### src/design/vocoder_info_pkg.sv
package vocoder_info_pkg;
  // register addresses on the serial control bus
  localparam logic [7:0] ADDR_VOCODER_CONFIG_REG      = 8'h07;
  localparam logic [7:0] ADDR_SVC_REQ   = 8'h0E;
  localparam logic [7:0] ADDR_VOCODER_CONTROL_REG     = 8'h11;
  localparam logic [7:0] ADDR_IRQ_MASK  = 8'h1F;
  localparam logic [7:0] ADDR_PEAK      = 8'h31;
  localparam logic [7:0] ADDR_DEC_INFO  = 8'h37;
  localparam logic [7:0] ADDR_ENC_INFO  = 8'h38;
  localparam logic [7:0] ADDR_STATUS    = 8'h40;
  localparam logic [7:0] ADDR_READ_BASE = 8'h30;
  // service request code that turns peak reporting on
  localparam logic [7:0] SVC_PEAK_ON    = 8'h09;
  // reset values
  localparam logic [15:0] IRQ_MASK_RST  = 16'h8000;
  localparam logic [15:0] WORD_ZERO     = 16'h0000;
  // status flag positions
  localparam int ST_PACKET = 0;
  localparam int ST_ENC    = 1;
  localparam int ST_DEC    = 2;
  localparam int ST_PEAK   = 6;
  localparam int ST_WANTED = 8;
  localparam int ST_SVC    = 14;
  localparam int ST_READY  = 15;
  // configuration and control bit positions
  localparam int CFG_DTMF_FMT  = 7;
  localparam int CTL_DEC_DTMF  = 8;
  localparam int CTL_DEC_TONE  = 9;
  localparam int CTL_ENC_DTMF  = 11;
  localparam int CTL_ENC_TONE  = 12;
  // frame type codes, held in bits 15:14
  localparam logic [1:0] TYPE_VOICE = 2'h0;
  localparam logic [1:0] TYPE_DTMF  = 2'h1;
  localparam logic [1:0] TYPE_TONE  = 2'h2;
  // serial word lengths
  localparam logic [4:0] LEN_ADDR = 5'h08;
  localparam logic [4:0] LEN_BYTE = 5'h08;
  localparam logic [4:0] LEN_WORD = 5'h10;

  typedef enum logic [1:0] {
    CB_IDLE = 2'b00,
    CB_ADDR = 2'b01,
    CB_WR   = 2'b10,
    CB_RD   = 2'b11
  } cbus_state_t;

  // only the service request register takes a single byte
  function automatic logic [4:0] write_len(input logic [7:0] a);
    write_len = (a == ADDR_SVC_REQ) ? LEN_BYTE : LEN_WORD;
  endfunction : write_len

  // format bit set: key zero travels as code ten and back
  function automatic logic [3:0] dtmf_code(input logic [3:0] key,
                                           input logic       fmt);
    dtmf_code = key;
    if (fmt && key == 4'h0) begin
      dtmf_code = 4'hA;
    end else if (fmt && key == 4'hA) begin
      dtmf_code = 4'h0;
    end
  endfunction : dtmf_code
endpackage : vocoder_info_pkg

### src/design/frame_info_format.sv
`timescale 1ns/1ps
module frame_info_format
  import vocoder_info_pkg::*;
(
  // frame description from the codec core
  input  wire logic [1:0]  frame_type,
  input  wire logic [3:0]  dtmf_key,
  input  wire logic [11:0] tone_freq,
  input  wire logic        from_send,
  input  wire logic [3:0]  send_left,
  // host settings
  input  wire logic        dtmf_en,
  input  wire logic        tone_en,
  input  wire logic        dtmf_fmt,
  // packed register word
  output logic      [15:0] info_word
);
  // pack type, data and count; disabled kinds fall back to voice
  always_comb begin
    info_word = WORD_ZERO;
    if (frame_type == TYPE_DTMF && dtmf_en) begin
      info_word[15:14] = TYPE_DTMF;
      info_word[3:0]   = dtmf_code(dtmf_key, dtmf_fmt);
      if (from_send) begin
        info_word[7:4] = send_left;
      end
    end else if (frame_type == TYPE_TONE && tone_en) begin
      info_word[15:14] = TYPE_TONE;
      info_word[11:0]  = tone_freq;
    end
  end
endmodule : frame_info_format

### src/design/cbus_serial_slave.sv
`timescale 1ns/1ps
module cbus_serial_slave
  import vocoder_info_pkg::*;
(
  // clock, reset, enable
  input  wire logic        ref_clk,
  input  wire logic        rst,
  input  wire logic        clk_en,
  // serial pins
  input  wire logic        cbus_csn,
  input  wire logic        cbus_sclk,
  input  wire logic        cbus_cdata,
  output logic             cbus_rdata,
  output logic             cbus_rdata_oe,
  // register side
  output logic      [7:0]  reg_addr,
  output logic      [15:0] wr_data,
  output logic             wr_stb,
  output logic             rd_stb,
  input  wire logic [15:0] rd_data
);
  cbus_state_t state_r, state_nxt;
  logic [15:0] shift_r, shift_nxt;
  logic [4:0]  cnt_r, cnt_nxt;
  logic [7:0]  addr_r, addr_nxt;
  logic        sclk_r, load_r, load_nxt, wr_r, wr_nxt;
  logic        rdat_r, rdat_nxt, oe_r, oe_nxt;
  logic        rise, fall;

  // pins are synchronous to ref_clk, so edges come from one stage
  assign rise = cbus_sclk & ~sclk_r;
  assign fall = ~cbus_sclk & sclk_r;

  // bit sequencing: address byte, then write data or read data
  always_comb begin
    state_nxt = state_r;
    shift_nxt = shift_r;
    cnt_nxt   = cnt_r;
    addr_nxt  = addr_r;
    load_nxt  = 1'b0;
    wr_nxt    = 1'b0;
    rdat_nxt  = rdat_r;
    oe_nxt    = oe_r;
    if (cbus_csn) begin
      // deselect aborts any half-shifted word
      state_nxt = CB_IDLE;
      oe_nxt    = 1'b0;
    end else begin
      unique case (state_r)
        CB_IDLE: begin
          state_nxt = CB_ADDR;
          cnt_nxt   = 5'h00;
        end
        CB_ADDR: if (rise) begin
          addr_nxt = {addr_r[6:0], cbus_cdata};
          cnt_nxt  = cnt_r + 5'h01;
          if (cnt_nxt == LEN_ADDR) begin
            cnt_nxt = 5'h00;
            if (addr_nxt >= ADDR_READ_BASE) begin
              state_nxt = CB_RD;
              load_nxt  = 1'b1;
            end else begin
              state_nxt = CB_WR;
            end
          end
        end
        CB_WR: if (rise) begin
          shift_nxt = {shift_r[14:0], cbus_cdata};
          cnt_nxt   = cnt_r + 5'h01;
          if (cnt_nxt == write_len(addr_r)) begin
            wr_nxt    = 1'b1;
            state_nxt = CB_IDLE;
          end
        end
        CB_RD: begin
          if (load_r) begin
            // word captured the cycle after the address completes
            shift_nxt = {rd_data[14:0], 1'b0};
            rdat_nxt  = rd_data[15];
            oe_nxt    = 1'b1;
          end else if (fall) begin
            rdat_nxt  = shift_r[15];
            shift_nxt = {shift_r[14:0], 1'b0};
          end
        end
      endcase
    end
  end

  always_ff @(posedge ref_clk) begin
    if (rst) begin
      state_r <= CB_IDLE;
      shift_r <= WORD_ZERO;
      cnt_r   <= 5'h00;
      addr_r  <= 8'h00;
      sclk_r  <= 1'b0;
      load_r  <= 1'b0;
      wr_r    <= 1'b0;
      rdat_r  <= 1'b0;
      oe_r    <= 1'b0;
    end else if (clk_en) begin
      state_r <= state_nxt;
      shift_r <= shift_nxt;
      cnt_r   <= cnt_nxt;
      addr_r  <= addr_nxt;
      sclk_r  <= cbus_sclk;
      load_r  <= load_nxt;
      wr_r    <= wr_nxt;
      rdat_r  <= rdat_nxt;
      oe_r    <= oe_nxt;
    end
  end

  assign reg_addr      = addr_r;
  assign wr_data       = shift_r;
  assign wr_stb        = wr_r;
  assign rd_stb        = load_r;
  assign cbus_rdata    = rdat_r;
  assign cbus_rdata_oe = oe_r;
endmodule : cbus_serial_slave

### src/design/vocoder_irq_mask_frame_info_regs.sv
`timescale 1ns/1ps
module vocoder_irq_mask_frame_info_regs
  import vocoder_info_pkg::*;
(
  // clock, reset, enable
  input  wire logic        ref_clk,
  input  wire logic        rst,
  input  wire logic        clk_en,
  // serial control bus pins
  input  wire logic        cbus_csn,
  input  wire logic        cbus_sclk,
  input  wire logic        cbus_cdata,
  output logic             cbus_rdata,
  output logic             cbus_rdata_oe,
  // open-drain interrupt pin
  output logic             interrupt_request_n,
  output logic             interrupt_request_oe,
  // events from the rest of the device
  input  wire logic        ready_evt,
  input  wire logic        service_evt,
  input  wire logic        data_wanted_evt,
  input  wire logic        packet_avail_evt,
  // peak level of each encoded frame
  input  wire logic        peak_done,
  input  wire logic [14:0] peak_value,
  // encoded frame description
  input  wire logic        enc_done,
  input  wire logic [1:0]  enc_type,
  input  wire logic [3:0]  enc_key,
  input  wire logic [11:0] enc_freq,
  input  wire logic        enc_from_send,
  input  wire logic [3:0]  enc_send_left,
  // decoded frame description
  input  wire logic        dec_done,
  input  wire logic [1:0]  dec_type,
  input  wire logic [3:0]  dec_key,
  input  wire logic [11:0] dec_freq,
  // settings seen by the rest of the device
  output logic      [15:0] vocoder_config_reg,
  output logic      [15:0] vocoder_control_reg,
  output logic      [7:0]  service_request_reg,
  output logic             service_req_stb
);
  logic [7:0]  reg_addr;
  logic [15:0] wr_data;
  logic        wr_stb;
  logic        rd_stb;
  logic [15:0] rd_data;
  logic [15:0] enc_word;
  logic [15:0] dec_word;

  logic [15:0] mask_r, mask_nxt;
  logic [15:0] cfg_r, cfg_nxt;
  logic [15:0] ctl_r, ctl_nxt;
  logic [7:0]  svc_r, svc_nxt;
  logic        svc_stb_r, svc_stb_nxt;
  logic        peak_on_r, peak_on_nxt;
  logic [15:0] peak_r, peak_nxt;
  logic [15:0] enc_info_r, enc_info_nxt;
  logic [15:0] dec_info_r, dec_info_nxt;
  logic [15:0] status_r, status_nxt;
  logic [15:0] set_vec;
  logic        irq_r, irq_nxt;

  // serial bus front end
  cbus_serial_slave u_slave (
    .ref_clk       (ref_clk),
    .rst           (rst),
    .clk_en        (clk_en),
    .cbus_csn      (cbus_csn),
    .cbus_sclk     (cbus_sclk),
    .cbus_cdata    (cbus_cdata),
    .cbus_rdata    (cbus_rdata),
    .cbus_rdata_oe (cbus_rdata_oe),
    .reg_addr      (reg_addr),
    .wr_data       (wr_data),
    .wr_stb        (wr_stb),
    .rd_stb        (rd_stb),
    .rd_data       (rd_data)
  );

  // encoder side word: detection uses encoder enables
  frame_info_format u_enc_fmt (
    .frame_type (enc_type),
    .dtmf_key   (enc_key),
    .tone_freq  (enc_freq),
    .from_send  (enc_from_send),
    .send_left  (enc_send_left),
    .dtmf_en    (ctl_r[CTL_ENC_DTMF]),
    .tone_en    (ctl_r[CTL_ENC_TONE]),
    .dtmf_fmt   (cfg_r[CFG_DTMF_FMT]),
    .info_word  (enc_word)
  );

  // decoder side never carries a send count
  frame_info_format u_dec_fmt (
    .frame_type (dec_type),
    .dtmf_key   (dec_key),
    .tone_freq  (dec_freq),
    .from_send  (1'b0),
    .send_left  (4'h0),
    .dtmf_en    (ctl_r[CTL_DEC_DTMF]),
    .tone_en    (ctl_r[CTL_DEC_TONE]),
    .dtmf_fmt   (cfg_r[CFG_DTMF_FMT]),
    .info_word  (dec_word)
  );

  // read mux; the mask is write-only and reads as zero
  always_comb begin
    unique case (reg_addr)
      ADDR_PEAK:     rd_data = peak_r;
      ADDR_DEC_INFO: rd_data = dec_info_r;
      ADDR_ENC_INFO: rd_data = enc_info_r;
      ADDR_STATUS:   rd_data = status_r;
      default:       rd_data = WORD_ZERO;
    endcase
  end

  // host-written settings
  always_comb begin
    mask_nxt    = mask_r;
    cfg_nxt     = cfg_r;
    ctl_nxt     = ctl_r;
    svc_nxt     = svc_r;
    svc_stb_nxt = 1'b0;
    peak_on_nxt = peak_on_r;
    if (wr_stb) begin
      unique case (reg_addr)
        ADDR_IRQ_MASK: mask_nxt = wr_data;
        ADDR_VOCODER_CONFIG_REG:     cfg_nxt  = wr_data;
        ADDR_VOCODER_CONTROL_REG:    ctl_nxt  = wr_data;
        ADDR_SVC_REQ: begin
          svc_nxt     = wr_data[7:0];
          svc_stb_nxt = 1'b1;
          if (wr_data[7:0] == SVC_PEAK_ON) begin
            peak_on_nxt = 1'b1;
          end
        end
        default: ;
      endcase
    end
  end

  always_ff @(posedge ref_clk) begin
    if (rst) begin
      mask_r    <= IRQ_MASK_RST;
      cfg_r     <= WORD_ZERO;
      ctl_r     <= WORD_ZERO;
      svc_r     <= 8'h00;
      svc_stb_r <= 1'b0;
      peak_on_r <= 1'b0;
    end else if (clk_en) begin
      mask_r    <= mask_nxt;
      cfg_r     <= cfg_nxt;
      ctl_r     <= ctl_nxt;
      svc_r     <= svc_nxt;
      svc_stb_r <= svc_stb_nxt;
      peak_on_r <= peak_on_nxt;
    end
  end

  // frame information registers, each held until its next event
  always_comb begin
    peak_nxt     = peak_r;
    enc_info_nxt = enc_info_r;
    dec_info_nxt = dec_info_r;
    if (peak_done && peak_on_r) begin
      peak_nxt = {1'b0, peak_value};
    end
    if (enc_done) begin
      enc_info_nxt = enc_word;
    end
    if (dec_done) begin
      dec_info_nxt = dec_word;
    end
  end

  always_ff @(posedge ref_clk) begin
    if (rst) begin
      peak_r     <= WORD_ZERO;
      enc_info_r <= WORD_ZERO;
      dec_info_r <= WORD_ZERO;
    end else if (clk_en) begin
      peak_r     <= peak_nxt;
      enc_info_r <= enc_info_nxt;
      dec_info_r <= dec_info_nxt;
    end
  end

  // status flags; a read clears them but a same-cycle event survives
  always_comb begin
    set_vec = WORD_ZERO;
    set_vec[ST_READY]  = ready_evt;
    set_vec[ST_SVC]    = service_evt;
    set_vec[ST_WANTED] = data_wanted_evt;
    set_vec[ST_PEAK]   = peak_done & peak_on_r;
    set_vec[ST_DEC]    = dec_done;
    set_vec[ST_ENC]    = enc_done;
    set_vec[ST_PACKET] = packet_avail_evt;
    status_nxt = status_r;
    if (rd_stb && reg_addr == ADDR_STATUS) begin
      status_nxt = WORD_ZERO;
    end
    status_nxt = status_nxt | set_vec;
    irq_nxt = |(status_nxt & mask_nxt);
  end

  always_ff @(posedge ref_clk) begin
    if (rst) begin
      status_r <= WORD_ZERO;
      irq_r    <= 1'b0;
    end else if (clk_en) begin
      status_r <= status_nxt;
      irq_r    <= irq_nxt;
    end
  end

  // open drain: the pin is only ever pulled low
  assign interrupt_request_n  = 1'b0;
  assign interrupt_request_oe = irq_r;
  assign vocoder_config_reg   = cfg_r;
  assign vocoder_control_reg  = ctl_r;
  assign service_request_reg  = svc_r;
  assign service_req_stb      = svc_stb_r;
endmodule : vocoder_irq_mask_frame_info_regs

### config.mk
export PLATFORM = sky130hd
export DESIGN_NAME = vocoder_irq_mask_frame_info_regs
export DESIGN_NICKNAME = d
export VERILOG_FILES = /design/src/design/vocoder_info_pkg.sv /design/src/design/frame_info_format.sv /design/src/design/cbus_serial_slave.sv /design/src/design/vocoder_irq_mask_frame_info_regs.sv
export SDC_FILE = /design/constraint.sdc
export NUM_CORES = 1
export LEC_CHECK = 0
export BUFFER_PORTS_ARGS = -buffer_cell sky130_fd_sc_hd__buf_2
export CAP_MARGIN = 20
export CORE_MARGIN = 5
export CORE_UTILIZATION = 30
export DETAILED_ROUTE_END_ITERATION = 10
export PLACE_DENSITY = 0.6
export SYNTH_ARGS = -nofsm -noshare
export SYNTH_HDL_FRONTEND = slang
export SYNTH_HIERARCHICAL = 1
export SYNTH_SLANG_ARGS = --single-unit
### constraint.sdc
create_clock -name ref_clk -period 2.1 [get_ports ref_clk]
set_input_delay 0.21 -clock ref_clk [delete_from_list [all_inputs] [get_ports ref_clk]]
set_output_delay 0.21 -clock ref_clk [all_outputs]
set_load 0.01 [all_outputs]
==> results of run 1 <==
==> cells by family after synthesis <==
logic type,synth area share
AND/OR/NAND/NOR,0.244
buffers and inverters,0.0471
other,0.00156
AO/OA/AOI/OAI,0.184
multiplexers,0.0734
XOR/XNOR,0.00242
adder cells (fa/ha/maj),0.0104
flip-flops,0.438
==> final cells by class <==
cell class,instances,area [um2]
fill,2451,14600
multi-input combinational,639,3800
sequential,158,3170
timing repair buffer,159,986
clock buffer,19,443
tap,319,399
clock inverter,13,114
inverter,15,56.3
==> power breakdown <==
part / total [mW] / internal, mW / switching (mW) / leakage [nW]
combinational: 0.291 / 0.115 / 0.176 / 2.06
clock: 2.98 / 1.59 / 1.39 / 0.274
sequential: 3.03 / 3.01 / 0.0210 / 1.28
total: 6.30 / 4.72 / 1.58 / 3.62
==> cells in the mapped netlist, types with 3 or more instances <==
| cell | instances | area (um2) |
|---|---|---|
| a21oi_1 | 87 | 435 |
| a22o_1 | 4 | 35.0 |
| a22oi_1 | 42 | 315 |
| a311oi_1 | 15 | 131 |
| a31oi_1 | 7 | 43.8 |
| a32o_1 | 10 | 100 |
| and2_1 | 21 | 131 |
| and3b_1 | 3 | 26.3 |
| buf_1 | 3 | 11.3 |
| buf_2 | 11 | 55.1 |
| buf_4 | 7 | 52.6 |
| buf_6 | 3 | 33.8 |
| clkbuf_1 | 35 | 131 |
| conb_1 | 3 | 11.3 |
| dfxtp_1 | 158 | 3160 |
| ha_1 | 6 | 75.1 |
| inv_1 | 14 | 52.6 |
| mux2i_1 | 53 | 531 |
| nand2_1 | 192 | 721 |
| nand2b_1 | 7 | 43.8 |
| nand3_1 | 21 | 105 |
| nand4b_1 | 3 | 26.3 |
| nor2_1 | 78 | 293 |
| nor2b_1 | 5 | 31.3 |
| nor3_1 | 4 | 20.0 |
| nor4_2 | 3 | 37.5 |
| o2111ai_1 | 5 | 43.8 |
| o21ai_0 | 4 | 20.0 |
| or4_1 | 3 | 22.5 |
==> critical path, stage by stage (launching register included) <==
cell and delay (ns):
dfxtp_1 0.38, nor4b_4 0.35, buf_4 0.25, a31oi_1 0.13, o31ai_2 0.22, a32oi_1 0.14, o41a_1 0.43
==> repair_timing <==
item | in CTS | in global routing
gates cloned | 0 | 0
setup endpoints to repair | 1 | 33
hold endpoints to repair | 8 | 0
buffers inserted | 0 | 1
pin swaps | 0 | 1
hold buffers | 8 | 0
gates resized for setup | 1 | 13
==> metal layers <==
metal / routed length [um] / global-route usage / part of all wire / vias to the layer above
li1: - / - / - / 3281
met1: 10100 / 0.213 / 0.45 / 3176
met2: 10900 / 0.274 / 0.49 / 152
met3: 871 / 0.0330 / 0.039 / 32
met4: 446 / 0.0495 / 0.020 / 0
met5: 0 / 0 / 0 / -
==> worst max-delay path by stage <==
stage	from	slack, ns	end
global placement	u_slave/reg_addr[1]	0.07	interrupt_request_oe
CTS	u_slave/reg_addr[7]	0.04	interrupt_request_oe
finish	u_slave/reg_addr[5]	0.09	interrupt_request_oe
floorplan	u_slave/reg_addr[3]	0.01	u_slave/wr_data[5]
detailed placement	u_slave/reg_addr[7]	0.02	interrupt_request_oe
global route	u_slave/reg_addr[6]	-0.01	u_slave/cbus_rdata
==> metrics.yaml, run 1 <==
grt_pass1_wl_um: 34800
initial_core_util: 0.306
r2r-end: "interrupt_request_oe"
detail_route.drc_violations: 0
die_x_um: 165
syn_avg_cell_area_um2: 8.39
final_cell_mix: "nand2_1 (192), dfxtp_1 (153), buf_2 (111), a21oi_1 (87), nor2_1 (78)"
hold_viol_final: 0
ioPinCount: 114
overflow: 0
gp_congestion: 0.875
dpl.cell_count: 1281
avgViaCountPerCell: 5.02
worst_pin_slew_ns: 0.574
first_global_vias: 6372
cp_max_fo: 9
slew_headroom: 0.616
hp-class: "in2reg"
placed_area_um2: 8280
min_period_over_period: 0.959
syn_area_um2: 7230
hold_start: "peak_value[10]"
ys_warn_count: 6
placement.io_buffers: 112
crit_type: "reg2reg"
drv_slew: 0
layoutNonFillerInstCount: 1322
clockRootBuffer: "clkbuf_16"
wl_um: 22300
cts_buffer_depth: 2
startpoint_type: "flip-flop"
diodes: 0
ys.flop_type: "dfxtp_1"
worst_ep_required_time_ns: 2.41
area_growth_pct: 24.1
die_y_um: 165
final_common_cell: "nand2_1"
final_util: 0.380
clkLatencyLatePin_ns: 0.44
end_kind: "flip-flop"
power.total_mw: 6.30
rr_worst_depth: 6
clk_pin_slew_ns: 0.07
power_density_nw_per_um2: 703
antenna_found_initial: 0
hold_slack_ns: 0.0210
final_area_um2: 8970
track_usage: 0.164
ant_nets: 0
yosysSeqAreaShare: 0.438
min_to: "peak_r[10]"
dr.pass1.iters: 5
ir_drop_mv: 0.358
die_area_um2: 27300
drtIter0Drc: 491
leakagePower_nw: 3.62
min_path_cells: 3
core_area_um2: 23600
grt_max_degree: 78
nets: 1065
cts_tree: "built"
post-route-worst-setup-slack_ns: 0.0855
wl_per_cell_um: 16.9
max_freq_mhz: 496
clkSinkCount: 158
r2r_start: "u_slave/reg_addr[5]"
pre_cts_ws_ns: 0.0170
synth_seq_cells: 158
netlist_instances: 861
rows: 56
synth_edf_count: 0
period_minus_slack_ns: 2.01
place_hpwl_um: 16100
numCtsBuffers: 17
drive_gt1_frac: 0.219
cap_viol_max_count: 0
vias: 6641
status: "finished, final reports clean"
fin_skew_ns: 0.0152
finalSetupViolCount: 0
crit_arrival_ns: 2.32
synth_cell_type_count: 68
r2r_slack_ns: 0.09
cts_max_level: 4
tns_ns: 0
async_flop_share: 0
Note: power is estimated with default switching activity, not from simulation.
==> inputs of run 2 (changes only) <==
==> constraint.sdc (replaced) <==
create_clock -name ref_clk -period 2.1 [get_ports ref_clk]
set_input_delay 0.42 -clock ref_clk [delete_from_list [all_inputs] [get_ports ref_clk]]
set_output_delay 0.42 -clock ref_clk [all_outputs]
set_load 0.01 [all_outputs]
==> run 2 against run 1 <==
Compared with the run above:
- die area unchanged
- clock-buffer cell count shrank 2
- wire length decreased by 1.9%
- power up 2.2%
- sequential power about the same
- combinational power shrank 3%
- utilization down 0.090 points
- critical path type unchanged
- largest cell class unchanged
- largest power group is now the clock network
==> metrics.yaml, run 2 (synthesis results as in run 1) <==
tns_ns: 0
rsz0062_at_grt: "false"
core_area_um2: 23600
antenna_found_initial: 0
cts_max_level: 4
power_density_nw_per_um2: 720
cp_num_cells: 8
n_fill_cell: 2491
grt_pass1_wl_um: 34500
clockRootBuffer: "clkbuf_16"
drv_slew: 0
die_x_um: 165
power.total_mw: 6.44
cap_viol_max_count: 0
finalSetupViolCount: 0
dpl.cell_count: 1285
worst_pin_slew_ns: 0.667
placement.io_buffers: 112
worst_path_max_delay_cell: "dfxtp_1"
ioPinCount: 114
drive_gt1_frac: 0.219
ir_drop_mv: 0.439
r2r-end: "u_slave/wr_data[2]"
cp-endpoint: "u_slave/wr_data[2]"
die_y_um: 165
grt_max_degree: 71
hold_viol_final: 0
gp_congestion: 0.843
nets: 1060
rows: 56
clk_pin_slew_ns: 0.07
ant_nets: 0
first_global_vias: 6423
end_kind: "flip-flop"
hold_slack_ns: 0.214
overflow: 0
fin_skew_ns: 0.0115
cts_buffer_depth: 2
min_period_over_period: 0.953
drtIter0Drc: 623
max_freq_mhz: 500
r2r_start: "u_slave/reg_addr[3]"
startpoint_type: "flip-flop"
leakagePower_nw: 3.62
slew_headroom: 0.553
hold_buffers: 0
period_minus_slack_ns: 2.00
crit_family: "simple AND/OR/NAND/NOR gates"
worst-path-buf-inv: 1
place_hpwl_um: 15900
cp-startpoint: "u_slave/reg_addr[3]"
layoutNonFillerInstCount: 1317
avgViaCountPerCell: 5.00
vias: 6581
worst_ep_required_time_ns: 2.44
detail_route.drc_violations: 0
hp-class: "in2reg"
path_cells: "nand2b_1, nor3_1, nor2b_4, buf_4, a22oi_1, nand2_1, nand3_1, a311oi_1"
initial_core_util: 0.306
cpPeakStageDelay_ns: 0.39
crit_type: "reg2reg"
r2r_slack_ns: 0.1
numCtsBuffers: 17
track_usage: 0.162
cts_tree: "built"
area_growth_pct: 23.8
die_area_um2: 27300
rr_worst_depth: 8
wl_um: 21900
final_cell_mix: "nand2_1 (192), dfxtp_1 (153), buf_2 (111), a21oi_1 (87), nor2_1 (78)"
final_common_cell: "nand2_1"
status: "finished, final reports clean"
wl_per_cell_um: 16.6
dr.pass1.iters: 5
clkLatencyLatePin_ns: 0.44
clkSinkCount: 158
diodes: 0
crit_arrival_ns: 2.34
cp_max_fo: 8
-- run 2: worst min-delay path, stage by stage --
cell,delay [ns]
buf_2,0.09
nand2_1,0.04
a21oi_1,0.05
-- run 2: layer usage --
metal  share of wire  up-vias  GRT usage
li1                -     3270          -
met1            0.45     3092      0.213
met2            0.47      186      0.261
met3           0.049       33     0.0325
met4           0.026        0     0.0639
met5               0        -          0
-- run 2: worst min path at each step --
stage / cells after the start / end / slack, ns / start
6_report: 3 / peak_r[4] / 0.21 / peak_value[4]
5_1_grt: 3 / peak_r[12] / 0.21 / peak_value[12]
4_1_cts: 3 / peak_r[4] / 0.21 / peak_value[4]
3_5_place_dp: 2 / vocoder_config_reg[14] / 0.44 / vocoder_config_reg[14]
3_3_place_gp: 2 / service_request_reg[2] / 0.44 / service_request_reg[2]
2_1_floorplan: 1 / mask_r[15] / 0.43 / mask_r[15]
-- run 2: area by class of cell --
cell class | instances | area, um2 | area share
multi-input combinational | 639 | 3790 | 0.423
sequential | 158 | 3170 | 0.354
timing repair buffer | 154 | 941 | 0.105
clock buffer | 17 | 425 | 0.0475
tap | 319 | 399 | 0.0446
clock inverter | 15 | 170 | 0.0190
inverter | 15 | 56.3 | 0.00629
-- run 2: report_power, final --
| part | internal (mW) | switching (mW) |
|---|---|---|
| Sequential | 3.01 | 0.0189 |
| Combinational | 0.108 | 0.174 |
| Clock | 1.70 | 1.43 |
-- run 2: what timing repair did --
action | in CTS | in global routing
gates resized for setup | 0 | 10
endpoints found under the setup margin | 0 | 18
buffers inserted | 0 | 0
-- run 2: per-stage QoR --
stage	setup slack, ns	util	cell area [um2]
3_3_place_gp	0.0497	0.352	8320
6_report	0.0985	0.379	8950
4_1_cts	0.0221	0.378	8920
5_1_grt	0.00186	0.379	8950
3_5_place_dp	0.0448	0.352	8320
2_1_floorplan	0.0121	-	7260
==> inputs of run 3 (changes only) <==
--- a/config.mk
+++ b/config.mk
@@ -7,6 +7,7 @@
 export LEC_CHECK = 0
 export BUFFER_PORTS_ARGS = -buffer_cell sky130_fd_sc_hd__buf_2
 export CAP_MARGIN = 20
+export CORE_ASPECT_RATIO = 1.75
 export CORE_MARGIN = 5
 export CORE_UTILIZATION = 30
 export DETAILED_ROUTE_END_ITERATION = 10
==> constraint.sdc (replaced) <==
create_clock -name ref_clk -period 1.8 [get_ports ref_clk]
set_input_delay 0.36 -clock ref_clk [delete_from_list [all_inputs] [get_ports ref_clk]]
set_output_delay 0.36 -clock ref_clk [all_outputs]
set_load 0.01 [all_outputs]
==> run 3 against run 2 <==
Compared with the run above:
- the flow now finishes with violations (negative setup slack)
- worst hold slack got worse by 0.051 ns
- global-route usage up 1.4 points
- wire length rose by 11%
- utilization up 2.9 points
- die area up 0.44%
- combinational power up 33%
- clock skew is 0.0022 ns lower
- critical endpoint is now vocoder_config_reg[8]
- highest routed layer unchanged
==> metrics.yaml, run 3 (synthesis results as in run 1) <==
vias: 6825
min_period_over_period: 1.04
drive_gt1_frac: 0.310
hold_buffers: 0
crit_arrival_ns: 2.19
overflow: 0
cp_max_fo: 8
core_area_um2: 23800
max_freq_mhz: 532
dpl.cell_count: 1315
rows: 75
fin_skew_ns: 0.00934
violations: "negative setup slack"
worst_ep_required_time_ns: 2.11
place_hpwl_um: 18300
grt_pass1_wl_um: 37200
clk_pin_slew_ns: 0.06
worst_path_max_delay_cell: "or4_4"
cp_num_cells: 7
wl_um: 24300
wl_per_cell_um: 17.9
grt_max_degree: 70
cpPeakStageDelay_ns: 0.47
ir_drop_mv: 0.633
end_kind: "flip-flop"
finalSetupViolCount: 25
initial_core_util: 0.303
final_cell_mix: "nand2_1 (173), dfxtp_1 (148), buf_2 (111), nor2_1 (78), buf_4 (77)"
final_common_cell: "nand2_1"
track_usage: 0.176
layoutNonFillerInstCount: 1355
gr-usage-met3: 0.0273
rr_worst_depth: 7
worst-path-buf-inv: 2
area_growth_pct: 34.7
numCtsBuffers: 17
avgViaCountPerCell: 5.04
hp-class: "in2reg"
leakagePower_nw: 3.98
min_path_cells: 3
hold_viol_final: 0
crit_family: "simple AND/OR/NAND/NOR gates"
period_minus_slack_ns: 1.88
use_met1: 0.179
drv_slew: 0
dr.pass1.iters: 5
busiest_layer: "met2"
drtIter0Drc: 364
rsz0062_at_grt: "true"
path_cells: "nor4b_4, buf_4, nand2_4, or4_4, buf_8, nand2_2, a21oi_2"
r2r_slack_ns: -0.08
ant_nets: 0
crit_type: "reg2reg"
cap_viol_max_count: 0
post-route-worst-setup-slack_ns: -0.0808
die_area_um2: 27400
cts_buffer_depth: 2
placement.io_buffers: 112
clkSinkCount: 158
detail_route.drc_violations: 0
ioPinCount: 114
first_global_vias: 6804
nets: 1109
antenna_found_initial: 1
die_x_um: 127
pre_cts_ws_ns: -0.167
cts_max_level: 4
power_density_nw_per_um2: 803
status: "complete, but fails checks"
grt_util_met2: 0.318
clockRootBuffer: "clkbuf_16"
cts_tree: "built"
gp_congestion: 0.884
startpoint_type: "flip-flop"
power.total_mw: 7.81
die_y_um: 215
clkLatencyLatePin_ns: 0.44
run 3: changes by cell type in the layout (fill, tap and decap cells not counted), sizes merged:
cell | before | now
inv | 25 | 16
clkinvlp | 1 | 2
clkinv | 3 | 2
bufinv | 1 | 4
diode | 0 | 1
buf | 154 | 203
clkbuf | 17 | 22
run 3: per-layer routing:
metal | vias up | wire [um] | share of wire
li1 | 3360 | - | -
met1 | 3199 | 8950 | 0.37
met2 | 195 | 12800 | 0.53
met3 | 71 | 815 | 0.034
met4 | 0 | 1710 | 0.071
met5 | - | 0 | 0
run 3: path summary, 6_finish.rpt:
check / startpoint / end
worst max-delay path: u_slave/reg_addr[7] / vocoder_config_reg[8]
worst min-delay path: peak_value[7] / peak_r[7]
worst max register to register: u_slave/reg_addr[7] / vocoder_config_reg[8]
worst min register to register: enc_info_r[13] / enc_info_r[13]
run 3: cell type report:
type	instances	area, um2
inverters	15	56.3
clock buffers	22	474
well taps	308	385
fillers	2456	14100
flip-flops and latches	158	3190
diodes	1	2.50
repair buffers	203	1410
multi-input cells	639	4070
clock inverters	9	158
run 3: repair_timing:
item,in CTS,in global routing
cloned,1,1
endpoints found under the setup margin,60,61
pin swaps,22,18
setup buffers,4,2
resized for setup,36,48
run 3: per-stage QoR:
step / area [um2] / utilization / TNS (ns) / hold WS [ns]
after detailed placement: 8730 / 0.366 / -4.21 / 0.446
after floorplan: 7320 / - / -2.37 / 0.435
after CTS: 9510 / 0.399 / -1.17 / 0.146
after global placement: 8730 / 0.366 / -3.90 / 0.437
final: 9730 / 0.408 / -1.31 / 0.163
after global routing: 9730 / 0.408 / -4.79 / 0.153
run 3: worst min-delay path: cells and delay by family:
kind | cells | cell delay (ns)
buffers and inverters | 1 | 0.10
and+or+nand+nor | 1 | 0.05
AOI/OAI and AO/OA | 1 | 0.05
run 3: report_power, final:
| group | switching [mW] | internal (mW) | total [mW] | leakage, nW |
|---|---|---|---|---|
| clock network | 1.48 | 2.43 | 3.90 | 0.303 |
| logic | 0.221 | 0.154 | 0.375 | 2.40 |
| registers | 0.0220 | 3.51 | 3.53 | 1.28 |
